## src/common/rspm_pkg.sv

```systemverilog
package rspm_pkg;
	// ******************************
	// register offsets
	// ******************************
	localparam int ADDR_W = 8;
	localparam int DATA_W = 8;
	localparam logic [7:0] QUASI_PORT_DATA_OFS = 8'h0F;
	localparam logic [7:0] MULTI_PORT_DATA_OFS = 8'h10;
	localparam logic [7:0] SERIAL_PORT_CONTROL_OFS = 8'h11;
	localparam logic [7:0] IO_CONFIG_1_OFS = 8'h12;
	localparam logic [7:0] IO_CONFIG_2_OFS = 8'h13;
	localparam logic [7:0] IO_CONFIG_3_OFS = 8'h14;
	localparam logic [7:0] PULSE_OUT_B_DUTY_OFS = 8'h15;
	localparam logic [7:0] PIN_STATUS_OFS = 8'h16;
	// ******************************
	// field positions
	// ******************************
	localparam int SPC_RX_SEL_BIT = 3;
	localparam int SPC_MODE_LSB = 0;
	localparam int IO_CONFIG_1_TX_SEL_BIT = 5;
	localparam int IO_CONFIG_2_PWM_FREQ_BIT = 2;
	localparam int IO_CONFIG_3_PWM_B_SEL_BIT = 2;
	localparam int PORTB_BIT0 = 0;
	localparam int PORTB_BIT1 = 1;
	localparam int PORTA_PWM_BIT = 3;
	localparam int STAT_ICT_BIT = 0;
	localparam int STAT_PD_BIT = 1;
	localparam int STAT_RST_BIT = 2;
	localparam logic [1:0] SER_MODE_SHIFT = 2'h0;
	// ******************************
	// reset values
	// ******************************
	localparam logic [7:0] QUASI_RESET = 8'hFF;
	localparam logic PORTB0_RESET = 1'b1;
	localparam logic [7:0] CFG_RESET = 8'h00;
	localparam logic [7:0] DUTY_RESET = 8'h00;
	// ******************************
	// timing
	// ******************************
	localparam int CLK_PERIOD_NS = 50;
	localparam int STATE_TIME_NS = 100;
	localparam int STATE_TIME_CYCLES = (STATE_TIME_NS + CLK_PERIOD_NS - 1) / CLK_PERIOD_NS;
	localparam int STRETCH_STATE_TIMES = 16;
	localparam int STRETCH_CYCLES = STRETCH_STATE_TIMES * STATE_TIME_CYCLES;
	localparam int STRETCH_CNT_W = 6;
	localparam logic [STRETCH_CNT_W-1:0] STRETCH_LAST = STRETCH_CNT_W'(STRETCH_CYCLES - 1);
	// ******************************
	// types
	// ******************************
	typedef enum logic [1:0] {
		RSPM_RST_IDLE,
		RSPM_RST_STRETCH,
		RSPM_RST_RELEASE
	} rspm_rst_e;
endpackage

```

## src/logic/rspm_pulse_gen.sv

```systemverilog
`timescale 1ns/1ps
module rspm_pulse_gen
	import rspm_pkg::*;
#(
	parameter int WIDTH = 8
) (
	input wire logic clock,
	input wire logic rst_n,
	input wire logic [WIDTH-1:0] duty,
	input wire logic freq_half,
	output logic pulse_out
);
	typedef struct packed {
		logic prescale;
		logic [WIDTH-1:0] count;
		logic pulse_out;
	} rspm_pg_s;

	rspm_pg_s st_reg;
	rspm_pg_s st_next;

	// ******************************
	// waveform
	// ******************************
	always_comb begin
		st_next = st_reg;
		st_next.prescale = ~st_reg.prescale;
		// frequency select halves the count rate
		if (!freq_half || st_reg.prescale) begin
			st_next.count = st_reg.count + 1'b1;
		end
		// duty compare, zero duty gives a steady low
		st_next.pulse_out = (st_reg.count < duty);
	end

	always_ff @(posedge clock) begin
		if (!rst_n) begin
			st_reg <= '0;
		end else begin
			st_reg <= st_next;
		end
	end

	assign pulse_out = st_reg.pulse_out;
endmodule

```

## src/logic/rspm_pin_mux.sv

```systemverilog
`timescale 1ns/1ps
// Notes on behaviour
// - on reset detect, device drives reset pin low 16 more state times.
// - external interrupt pin wakes power-down even when the interrupt is masked.
// - serial control bit 3 picks general input or serial receive on rx pin.
// - modes 1-3 rx is input; mode 0 rx is input plus open-drain output.
// - port_b_bit1 is input only, read at offset 10h.
// - port_b_bit0 is output only, written at offset 10h.
// - io_config_1 bit 5 picks port_b_bit0 or serial transmit on tx pin.
// - modes 1-3 tx carries serial data; mode 0 carries shift clock.
// - test strap low at reset rising edge enters in-circuit test mode.
// - first port bits are quasi-bidirectional, read and written at 0Fh.
// - io_config_3 bit 2 routes pulse_out_b onto port_a_bit3.
// - pulse_out_b duty from duty register, frequency from io_config_2 bit 2.
module rspm_pin_mux
	import rspm_pkg::*;
(
	input wire logic clock,
	input wire logic rst_n,
	input wire logic [ADDR_W-1:0] reg_addr,
	input wire logic [DATA_W-1:0] reg_wdata,
	input wire logic reg_wr,
	input wire logic reg_rd,
	output logic [DATA_W-1:0] reg_rdata,
	input wire logic reset_pin_in,
	output logic reset_pin_out,
	output logic reset_pin_oe,
	output logic core_reset_n,
	input wire logic in_circuit_test_strap_n,
	output logic in_circuit_test_mode,
	input wire logic external_irq_pin,
	input wire logic power_down_req,
	output logic power_down,
	input wire logic rx_pin_in,
	output logic rx_pin_out,
	output logic rx_pin_oe,
	output logic tx_pin_out,
	output logic ser_rxd_in,
	input wire logic ser_rxd_out,
	input wire logic ser_txd,
	input wire logic ser_shift_clk,
	output logic [1:0] serial_mode,
	input wire logic [7:0] port_a_in,
	output logic [7:0] port_a_out,
	output logic [7:0] port_a_oe
);
	typedef struct packed {
		logic rst_sync1;
		logic rst_sync2;
		logic ict_sync1;
		logic ict_sync2;
		logic irq_sync1;
		logic irq_sync2;
		logic rx_sync1;
		logic rx_sync2;
		logic [7:0] pa_sync1;
		logic [7:0] pa_sync2;
		rspm_rst_e rst_state;
		logic [STRETCH_CNT_W-1:0] stretch_cnt;
		logic reset_pin_out;
		logic reset_pin_oe;
		logic core_reset_n;
		logic ict_mode;
		logic power_down;
		logic [7:0] quasi_latch;
		logic portb0_latch;
		logic [7:0] spc;
		logic [7:0] io_config_1;
		logic [7:0] io_config_2;
		logic [7:0] io_config_3;
		logic [7:0] duty;
		logic [DATA_W-1:0] rdata;
		logic rx_pin_out;
		logic rx_pin_oe;
		logic tx_pin_out;
		logic ser_rxd_in;
		logic [7:0] port_a_out;
		logic [7:0] port_a_oe;
	} rspm_pm_s;

	rspm_pm_s st_reg;
	rspm_pm_s st_next;
	logic pulse_b;

	// ******************************
	// helpers
	// ******************************
	function automatic logic shift_mode(input logic [7:0] spc);
		shift_mode = (spc[SPC_MODE_LSB +: 2] == SER_MODE_SHIFT);
	endfunction

	function automatic logic hit(input logic [ADDR_W-1:0] a, input logic [7:0] ofs);
		hit = (a == ofs);
	endfunction

	// ******************************
	// pulse generator
	// ******************************
	rspm_pulse_gen #(
		.WIDTH(8)
	) u_pulse_b (
		.clock(clock),
		.rst_n(rst_n),
		.duty(st_reg.duty),
		.freq_half(st_reg.io_config_2[IO_CONFIG_2_PWM_FREQ_BIT]),
		.pulse_out(pulse_b)
	);

	// ******************************
	// next state
	// ******************************
	always_comb begin
		st_next = st_reg;
		// pin synchronisers, first stage feeds only the second
		st_next.rst_sync1 = reset_pin_in;
		st_next.rst_sync2 = st_reg.rst_sync1;
		st_next.ict_sync1 = in_circuit_test_strap_n;
		st_next.ict_sync2 = st_reg.ict_sync1;
		st_next.irq_sync1 = external_irq_pin;
		st_next.irq_sync2 = st_reg.irq_sync1;
		st_next.rx_sync1 = rx_pin_in;
		st_next.rx_sync2 = st_reg.rx_sync1;
		st_next.pa_sync1 = port_a_in;
		st_next.pa_sync2 = st_reg.pa_sync1;
		st_next.reset_pin_out = 1'b0;
		st_next.rx_pin_out = 1'b0;

		// reset pin handling
		case (st_reg.rst_state)
			RSPM_RST_IDLE: begin
				// one sampled low is enough, so a single state time is caught
				if (!st_reg.rst_sync2) begin
					st_next.rst_state = RSPM_RST_STRETCH;
					st_next.stretch_cnt = '0;
					st_next.reset_pin_oe = 1'b1;
					st_next.core_reset_n = 1'b0;
				end
			end
			RSPM_RST_STRETCH: begin
				st_next.stretch_cnt = st_reg.stretch_cnt + 1'b1;
				if (st_reg.stretch_cnt == STRETCH_LAST) begin
					st_next.rst_state = RSPM_RST_RELEASE;
					st_next.reset_pin_oe = 1'b0;
				end
			end
			RSPM_RST_RELEASE: begin
				// our own drive reads back low, so wait out the sync delay here
				if (st_reg.rst_sync2) begin
					st_next.rst_state = RSPM_RST_IDLE;
					st_next.core_reset_n = 1'b1;
					st_next.ict_mode = ~st_reg.ict_sync2;
				end
			end
			default: begin
				st_next.rst_state = RSPM_RST_IDLE;
			end
		endcase

		// power-down: wake has priority over a new request
		if (!st_reg.core_reset_n) begin
			st_next.power_down = 1'b0;
		end else if (st_reg.power_down && st_reg.irq_sync2) begin
			st_next.power_down = 1'b0;
		end else if (power_down_req) begin
			st_next.power_down = 1'b1;
		end

		// register writes
		if (reg_wr) begin
			if (hit(reg_addr, QUASI_PORT_DATA_OFS)) begin
				st_next.quasi_latch = reg_wdata;
			end else if (hit(reg_addr, MULTI_PORT_DATA_OFS)) begin
				st_next.portb0_latch = reg_wdata[PORTB_BIT0];
			end else if (hit(reg_addr, SERIAL_PORT_CONTROL_OFS)) begin
				st_next.spc = reg_wdata;
			end else if (hit(reg_addr, IO_CONFIG_1_OFS)) begin
				st_next.io_config_1 = reg_wdata;
			end else if (hit(reg_addr, IO_CONFIG_2_OFS)) begin
				st_next.io_config_2 = reg_wdata;
			end else if (hit(reg_addr, IO_CONFIG_3_OFS)) begin
				st_next.io_config_3 = reg_wdata;
			end else if (hit(reg_addr, PULSE_OUT_B_DUTY_OFS)) begin
				st_next.duty = reg_wdata;
			end
		end

		// register reads, data stands one cycle only
		st_next.rdata = '0;
		if (reg_rd) begin
			if (hit(reg_addr, QUASI_PORT_DATA_OFS)) begin
				st_next.rdata = st_reg.pa_sync2;
			end else if (hit(reg_addr, MULTI_PORT_DATA_OFS)) begin
				st_next.rdata[PORTB_BIT1] = st_reg.rx_sync2;
				st_next.rdata[PORTB_BIT0] = st_reg.portb0_latch;
			end else if (hit(reg_addr, SERIAL_PORT_CONTROL_OFS)) begin
				st_next.rdata = st_reg.spc;
			end else if (hit(reg_addr, IO_CONFIG_1_OFS)) begin
				st_next.rdata = st_reg.io_config_1;
			end else if (hit(reg_addr, IO_CONFIG_2_OFS)) begin
				st_next.rdata = st_reg.io_config_2;
			end else if (hit(reg_addr, IO_CONFIG_3_OFS)) begin
				st_next.rdata = st_reg.io_config_3;
			end else if (hit(reg_addr, PULSE_OUT_B_DUTY_OFS)) begin
				st_next.rdata = st_reg.duty;
			end else if (hit(reg_addr, PIN_STATUS_OFS)) begin
				st_next.rdata[STAT_ICT_BIT] = st_reg.ict_mode;
				st_next.rdata[STAT_PD_BIT] = st_reg.power_down;
				st_next.rdata[STAT_RST_BIT] = ~st_reg.core_reset_n;
			end
		end

		// receive pin: general input never drives
		if (st_reg.spc[SPC_RX_SEL_BIT]) begin
			st_next.ser_rxd_in = st_reg.rx_sync2;
			// open drain: only a low is driven, and only in shift mode
			st_next.rx_pin_oe = shift_mode(st_reg.spc) && !ser_rxd_out;
		end else begin
			// idle-high to the serial engine while it does not own the pin
			st_next.ser_rxd_in = 1'b1;
			st_next.rx_pin_oe = 1'b0;
		end

		// transmit pin
		if (st_reg.io_config_1[IO_CONFIG_1_TX_SEL_BIT]) begin
			if (shift_mode(st_reg.spc)) begin
				st_next.tx_pin_out = ser_shift_clk;
			end else begin
				st_next.tx_pin_out = ser_txd;
			end
		end else begin
			st_next.tx_pin_out = st_reg.portb0_latch;
		end

		// quasi port: a one is a released pin held up by the pull-up
		for (int i = 0; i < 8; i++) begin
			st_next.port_a_out[i] = 1'b0;
			st_next.port_a_oe[i] = ~st_reg.quasi_latch[i];
		end
		// alternate function is a full push-pull output
		if (st_reg.io_config_3[IO_CONFIG_3_PWM_B_SEL_BIT]) begin
			st_next.port_a_out[PORTA_PWM_BIT] = pulse_b;
			st_next.port_a_oe[PORTA_PWM_BIT] = 1'b1;
		end
	end

	// ******************************
	// state register
	// ******************************
	always_ff @(posedge clock) begin
		if (!rst_n) begin
			st_reg <= '0;
			st_reg.rst_sync1 <= 1'b1;
			st_reg.rst_sync2 <= 1'b1;
			st_reg.ict_sync1 <= 1'b1;
			st_reg.ict_sync2 <= 1'b1;
			st_reg.rx_sync1 <= 1'b1;
			st_reg.rx_sync2 <= 1'b1;
			st_reg.rst_state <= RSPM_RST_IDLE;
			st_reg.quasi_latch <= QUASI_RESET;
			st_reg.portb0_latch <= PORTB0_RESET;
			st_reg.spc <= CFG_RESET;
			st_reg.io_config_1 <= CFG_RESET;
			st_reg.io_config_2 <= CFG_RESET;
			st_reg.io_config_3 <= CFG_RESET;
			st_reg.duty <= DUTY_RESET;
			st_reg.tx_pin_out <= PORTB0_RESET;
			st_reg.ser_rxd_in <= 1'b1;
		end else begin
			st_reg <= st_next;
		end
	end

	assign reg_rdata = st_reg.rdata;
	assign reset_pin_out = st_reg.reset_pin_out;
	assign reset_pin_oe = st_reg.reset_pin_oe;
	assign core_reset_n = st_reg.core_reset_n;
	assign in_circuit_test_mode = st_reg.ict_mode;
	assign power_down = st_reg.power_down;
	assign rx_pin_out = st_reg.rx_pin_out;
	assign rx_pin_oe = st_reg.rx_pin_oe;
	assign tx_pin_out = st_reg.tx_pin_out;
	assign ser_rxd_in = st_reg.ser_rxd_in;
	assign serial_mode = st_reg.spc[SPC_MODE_LSB +: 2];
	assign port_a_out = st_reg.port_a_out;
	assign port_a_oe = st_reg.port_a_oe;
endmodule

```

## config.mk

```make
export PLATFORM = sky130hd
export DESIGN_NAME = rspm_pin_mux
export DESIGN_NICKNAME = d
export VERILOG_FILES = /design/src/common/rspm_pkg.sv /design/src/logic/rspm_pulse_gen.sv /design/src/logic/rspm_pin_mux.sv
export SDC_FILE = /design/constraint.sdc
export NUM_CORES = 1
export LEC_CHECK = 0
export BUFFER_PORTS_ARGS = -buffer_cell sky130_fd_sc_hd__clkbuf_2
export CORE_UTILIZATION = 55
export DETAILED_ROUTE_END_ITERATION = 8
export HOLD_SLACK_MARGIN = 0.05
export PLACE_DENSITY_LB_ADDON = 0.05
export SYNTH_ARGS = -nofsm -noshare
export SYNTH_HDL_FRONTEND = slang
export SYNTH_SLANG_ARGS = --single-unit
```

## constraint.sdc

```tcl
create_clock -name clock -period 2.08 [get_ports clock]
set_input_delay 0.312 -clock clock [delete_from_list [all_inputs] [get_ports clock]]
set_output_delay 0.312 -clock clock [all_outputs]
set_load 0.1 [all_outputs]
```

-- Word level (Yosys, flattened, before mapping)
Index checks and enable logic that the tools add are counted.
W data, S select, Z words.
- output and inout bits: 35
- flip-flop bits (word level): 124
- word-level logic and storage cells: 118
- input port bits: 36
- order comparisons: 1
- bitwise operators: 18
- muxes and demuxes: 23
- equality and inequality tests: 14
- reductions and logical operators: 25
- add/sub/neg operators: 2
- operators by type and width (operator ; number):
    $eq A8 B5 Y1 const B ; 7
    $mux W8 ; 6
    $not A1 Y1 ; 18
    $pmux W6 S2 ; 1
    $reduce_and A2 Y1 ; 6
    $reduce_and A3 Y1 ; 4
    $mux W2 ; 5
    $add A8 B1 Y8 const B ; 1
    $eq A8 B4 Y1 const B ; 1
    $lt A8 B8 Y1 ; 1
    $reduce_and A8 Y1 ; 1
    $reduce_and A7 Y1 ; 1
    $add A6 B1 Y6 const B ; 1
    $eq A6 B5 Y1 const B ; 1
    $mux W3 ; 2
    $mux W6 ; 1
    $ne A2 B2 Y1 const B ; 3
    $pmux W2 S3 ; 1
    $reduce_and A6 Y1 ; 1
    $mux W5 ; 1
    $reduce_and A5 Y1 ; 1
    $logic_not A2 Y1 ; 2
    $mux W1 ; 4
    $pmux W1 S2 ; 2
    8 further kinds ; 11

-- Longest topological paths before layout
- depth after elaboration: 9
- mapped depth: 7
- mapped depth without buffers: 6

-- Modules after synthesis
A second synthesis with hierarchy kept.
- cell total of the unflattened synthesis: 533
- area, all modules: 4803.4 um^2
- by module, submodules not included (module ; cells each ; area an instance (um^2) ; instances):
    rspm_pin_mux ; 465 ; 4210.3 ; 1
    rspm_pulse_gen ; 68 ; 593.1 ; 1

-- Worst setup path after synthesis
No wires, ideal clock.
- path kind: input to register
- start point: input port reg_addr[7]
- end point: register st_reg[52] (netlist name)
- library setup time: 0.132 ns
- required time: 1.948 ns
- arrival: 1.673 ns
- path slack: 0.274 ns
- cell stages on the path: 6
- cells stage by stage: or4b_4 > nor4b_4 > buf_2 > nand2_2 > nand2_1 > a21oi_1
- longest elaborated chain between the ends: 3
- elaborated cells on any way between the ends: 8
- ends and longest elaborated chain (item ; line ; RTL):
    start: declaration ; rspm_pin_mux.sv:20 ; input wire logic [ADDR_W-1:0] reg_addr,
    $eq A8 B5 Y1 or $eq A8 B4 Y1 (tied branches) ; rspm_pin_mux.sv:93 ; hit = (a == ofs);
    $not A1 Y1 (no source line) ; - ;
    $reduce_and A5 Y1 (no source line) * ; - ;
    end signal: assignment ; rspm_pin_mux.sv:269 ; st_reg <= st_next;
    end: declaration ; rspm_pin_mux.sv:81 ; rspm_pm_s st_reg;
Every way passes the cells marked *; elsewhere a longest branch is shown, timed or not.
A chain may end at the register's enable or synchronous reset.

-- Final worst setup path
- start point: register st_reg (netlist bit serial_mode[1])
- end point: output port serial_mode[1]
- RTL lines (item ; line ; RTL):
    end: declaration ; rspm_pin_mux.sv:42 ; output logic [1:0] serial_mode,
No word-level cell between the ends.

==> impl_metrics.json <==
{
  "status": "finished clean",
  "required_ps": 1770,
  "cp_cell_sequence": "clkbuf_2",
  "skew_ps": 4.66,
  "first_global_vias": 3600,
  "drt-initial-drc-count": 199,
  "track_usage_pct": 26.0,
  "worstMarginPinSlew_ps": 649,
  "htreeDepth": 4,
  "drv_slew": 0,
  "cap_violations": 0,
  "end_kind": "output port",
  "grt_start_max_net_pins": 63,
  "grt_antenna_before_repair": 0,
  "drive_above_1_share_pct": 18.3,
  "ir_worst_vdd_mv": 0.640,
  "crit_type": "flop to output port",
  "ys_warn_count": 0,
  "seq_power_share_pct": 40.4,
  "hold_depth": 3,
  "hold_class": "primary input to flop",
  "power.internal_uw": 4320,
  "slowest_stage": "clkbuf_2",
  "hp-start": "power_down_req",
  "synth-edff-count": 0,
  "drc": 0,
  "grt_pass1_wl_um": 17600,
  "crit_arrival_ps": 1420,
  "startpoint_type": "flop",
  "post_cts_buffers": 0,
  "fin_crit_sh_pct": 83.2,
  "die_y_um": 94.4,
  "path_clk_slew_ps": 60,
  "synthArstFlopShare_pct": 0,
  "synth_ff_type": "dfxtp_1",
  "critPathMaxStageDelay_ps": 500,
  "synth_seq_area_share_pct": 49.0,
  "design.core.area_um2": 8260,
  "path_buf_inv": 1,
  "p_comb_share_pct": 6.2,
  "mostFrequentLayoutCells": "dfxtp_1, nand2_1, clkbuf_2",
  "routedWlPerCell_um": 15.0,
  "floorplan.initialDensity_pct": 56.9,
  "io_buffers": 61,
  "diodes": 0,
  "clockBufferDepth": 2,
  "switching_share_pct": 22.8,
  "whs_endpoint": "power_down$_SDFFE_PP0P_",
  "syn_area_um2": 4700,
  "antenna_left": 0,
  "p_switching_uw": 1270,
  "crit_family": "buffers and inverters",
  "clk_latency_ps": 500,
  "fin_hold_ws_ps": 69.0,
  "detailed_place_hpwl_um": 7210,
  "setup_viol": 0,
  "synth_top_area_share_pct": 49.0,
  "largest_reg_flops": 67,
  "ys_seq_elements": 115,
  "cts_root_buf": "clkbuf_8",
  "syn_to_final_growth_pct": 20.9,
  "synth_top_area_cell": "dfxtp_1",
  "power.density_nw_per_um2": 984,
  "fp-row-count": 33,
  "cts_tree": "done",
  "reg2reg_depth": 6,
  "fmax_ghz": 0.578,
  "yosysUniqueCellTypes": 50,
  "grt.overflow.total": 0,
  "reg2reg_setup_slack_ps": 520,
  "r2r_end": "u_pulse_b.pulse_out$_SDFF_PN0_",
  "gp_congestion": 0.860,
  "p_leak_uw": 0.00237,
  "cts.sink_count": 115,
  "first_pass_iters": 4,
  "synthCells": 546,
  "hold_violations": 0,
  "min_period_ps": 1730,
  "via_count": 3837,
  "yosys-top-cells-area": "dfxtp_1, nand2_1, a21oi_1, buf_4, nor2_1",
  "pwr-share-clk_pct": 53.4,
  "rsz0062_at_grt": "false",
  "setup_slack_ps": 348,
  "slew_headroom_pct": 56.7,
  "routed_via_density": 5.31,
  "dp_slack_ps": -6.68,
  "wirelength_um": 10800,
  "r2r-start": "st_reg[29]$_SDFFE_PN0P_",
  "final_common_cell": "dfxtp_1",
  "fin_nets": 649,
  "cp_max_fo": 6,
  "dieWidth_um": 94.4,
  "die-area_um2": 8920,
  "io_pins": 71,
  "avgSynthCellArea_um2": 8.60,
  "numCtsBuffers": 17
}
-- worst max-delay path by stage --
| stage | end | slack, ps | depth (start not counted) | start |
|---|---|---|---|---|
| final | serial_mode[1] | 350 | 1 | serial_mode[1]$_SDFFE_PN0P_ |
| after global routing | serial_mode[1] | 300 | 1 | serial_mode[1]$_SDFFE_PN0P_ |
| after detailed placement | st_reg[55]$_SDFFE_PN0P_ | -7 | 7 | reg_addr[7] |
| after floorplan | st_reg[52]$_SDFFE_PN0P_ | 270 | 6 | reg_addr[7] |
| after CTS | serial_mode[1] | 330 | 1 | serial_mode[1]$_SDFFE_PN0P_ |
| after global placement | st_reg[56]$_SDFFE_PN0P_ | 30 | 7 | reg_addr[7] |
-- power groups by stage --
stage               Clock [uW]  Combinational [uW]  Sequential (uW)
global placement             0                 318             2310
floorplan                    0                 217             2320
finish                    2990                 345             2260
global route              3130                 370             2260
detailed placement           0                 322             2310
CTS                       3020                 342             2260
-- what timing repair did --
action                                 CTS  global route
endpoints found under the hold margin   13             0
gates resized for setup                  0             0
hold buffers                            13             0
-- worst min-delay path: stages --
cell and delay (ps):
clkbuf_2 80, nor2_1 80, a211oi_1 50
-- cells by family (layout without fill, tap and decap cells) --
kind of cell | Yosys count | count (layout) | share of synthesized area, %
other | 1 | 9 | 0.0798
buffers and inverters | 66 | 129 | 7.64
xor gates and xnor gates | 11 | 11 | 2.05
adders and majority gates | 9 | 9 | 2.40
muxes | 16 | 16 | 3.41
AOI/OAI and AO/OA | 89 | 89 | 11.4
and+or+nand+nor | 239 | 239 | 24.0
DFF | 115 | 115 | 49.0
-- through the flow --
stage / instances / total power, uW / cell area, um2 / util, % / setup TNS (ps)
2_1_floorplan: 554 / 2530 / 4730 / - / 0
3_3_place_gp: 677 / 2620 / 4940 / 59.8 / 0
3_5_place_dp: 677 / 2630 / 4940 / 59.8 / -27.2
4_1_cts: 722 / 5620 / 5680 / 68.8 / 0
5_1_grt: 722 / 5770 / 5680 / 68.8 / 0
6_report: 722 / 5590 / 5680 / 68.8 / 0
-- layout make-up --
cell class | instances | area (um2)
multi-input cells | 373 | 2070
repair buffers | 86 | 526
well taps | 105 | 131
inverters | 11 | 41.3
clock buffers | 19 | 432
flip-flops and latches | 115 | 2300
clock inverters | 13 | 183
fillers | 711 | 2580
-- routing by layer --
metal	wire length [um]	share of wire (%)	vias up	GRT usage, %
met1	4910	45	1797	32.6
li1	-	-	1918	-
met4	94	0.87	0	6.54
met3	518	4.8	13	6.04
met2	5320	49	109	44.7
met5	0	0	-	0
-- cell usage after synthesis (all sizes together) (4+ instances only) --
cell type,count
nand2b,10
dfxtp,115
ha,9
and3,7
buf,35
a21oi,47
nor2,52
a22oi,5
nand4,5
mux2i,16
clkbuf,20
o21ai,12
o32a,4
and2,20
nand2,97
nand3,32
xor2,9
inv,11
nor2b,4
o31ai,6
No activity file was read; power rests on OpenSTA's default activity.
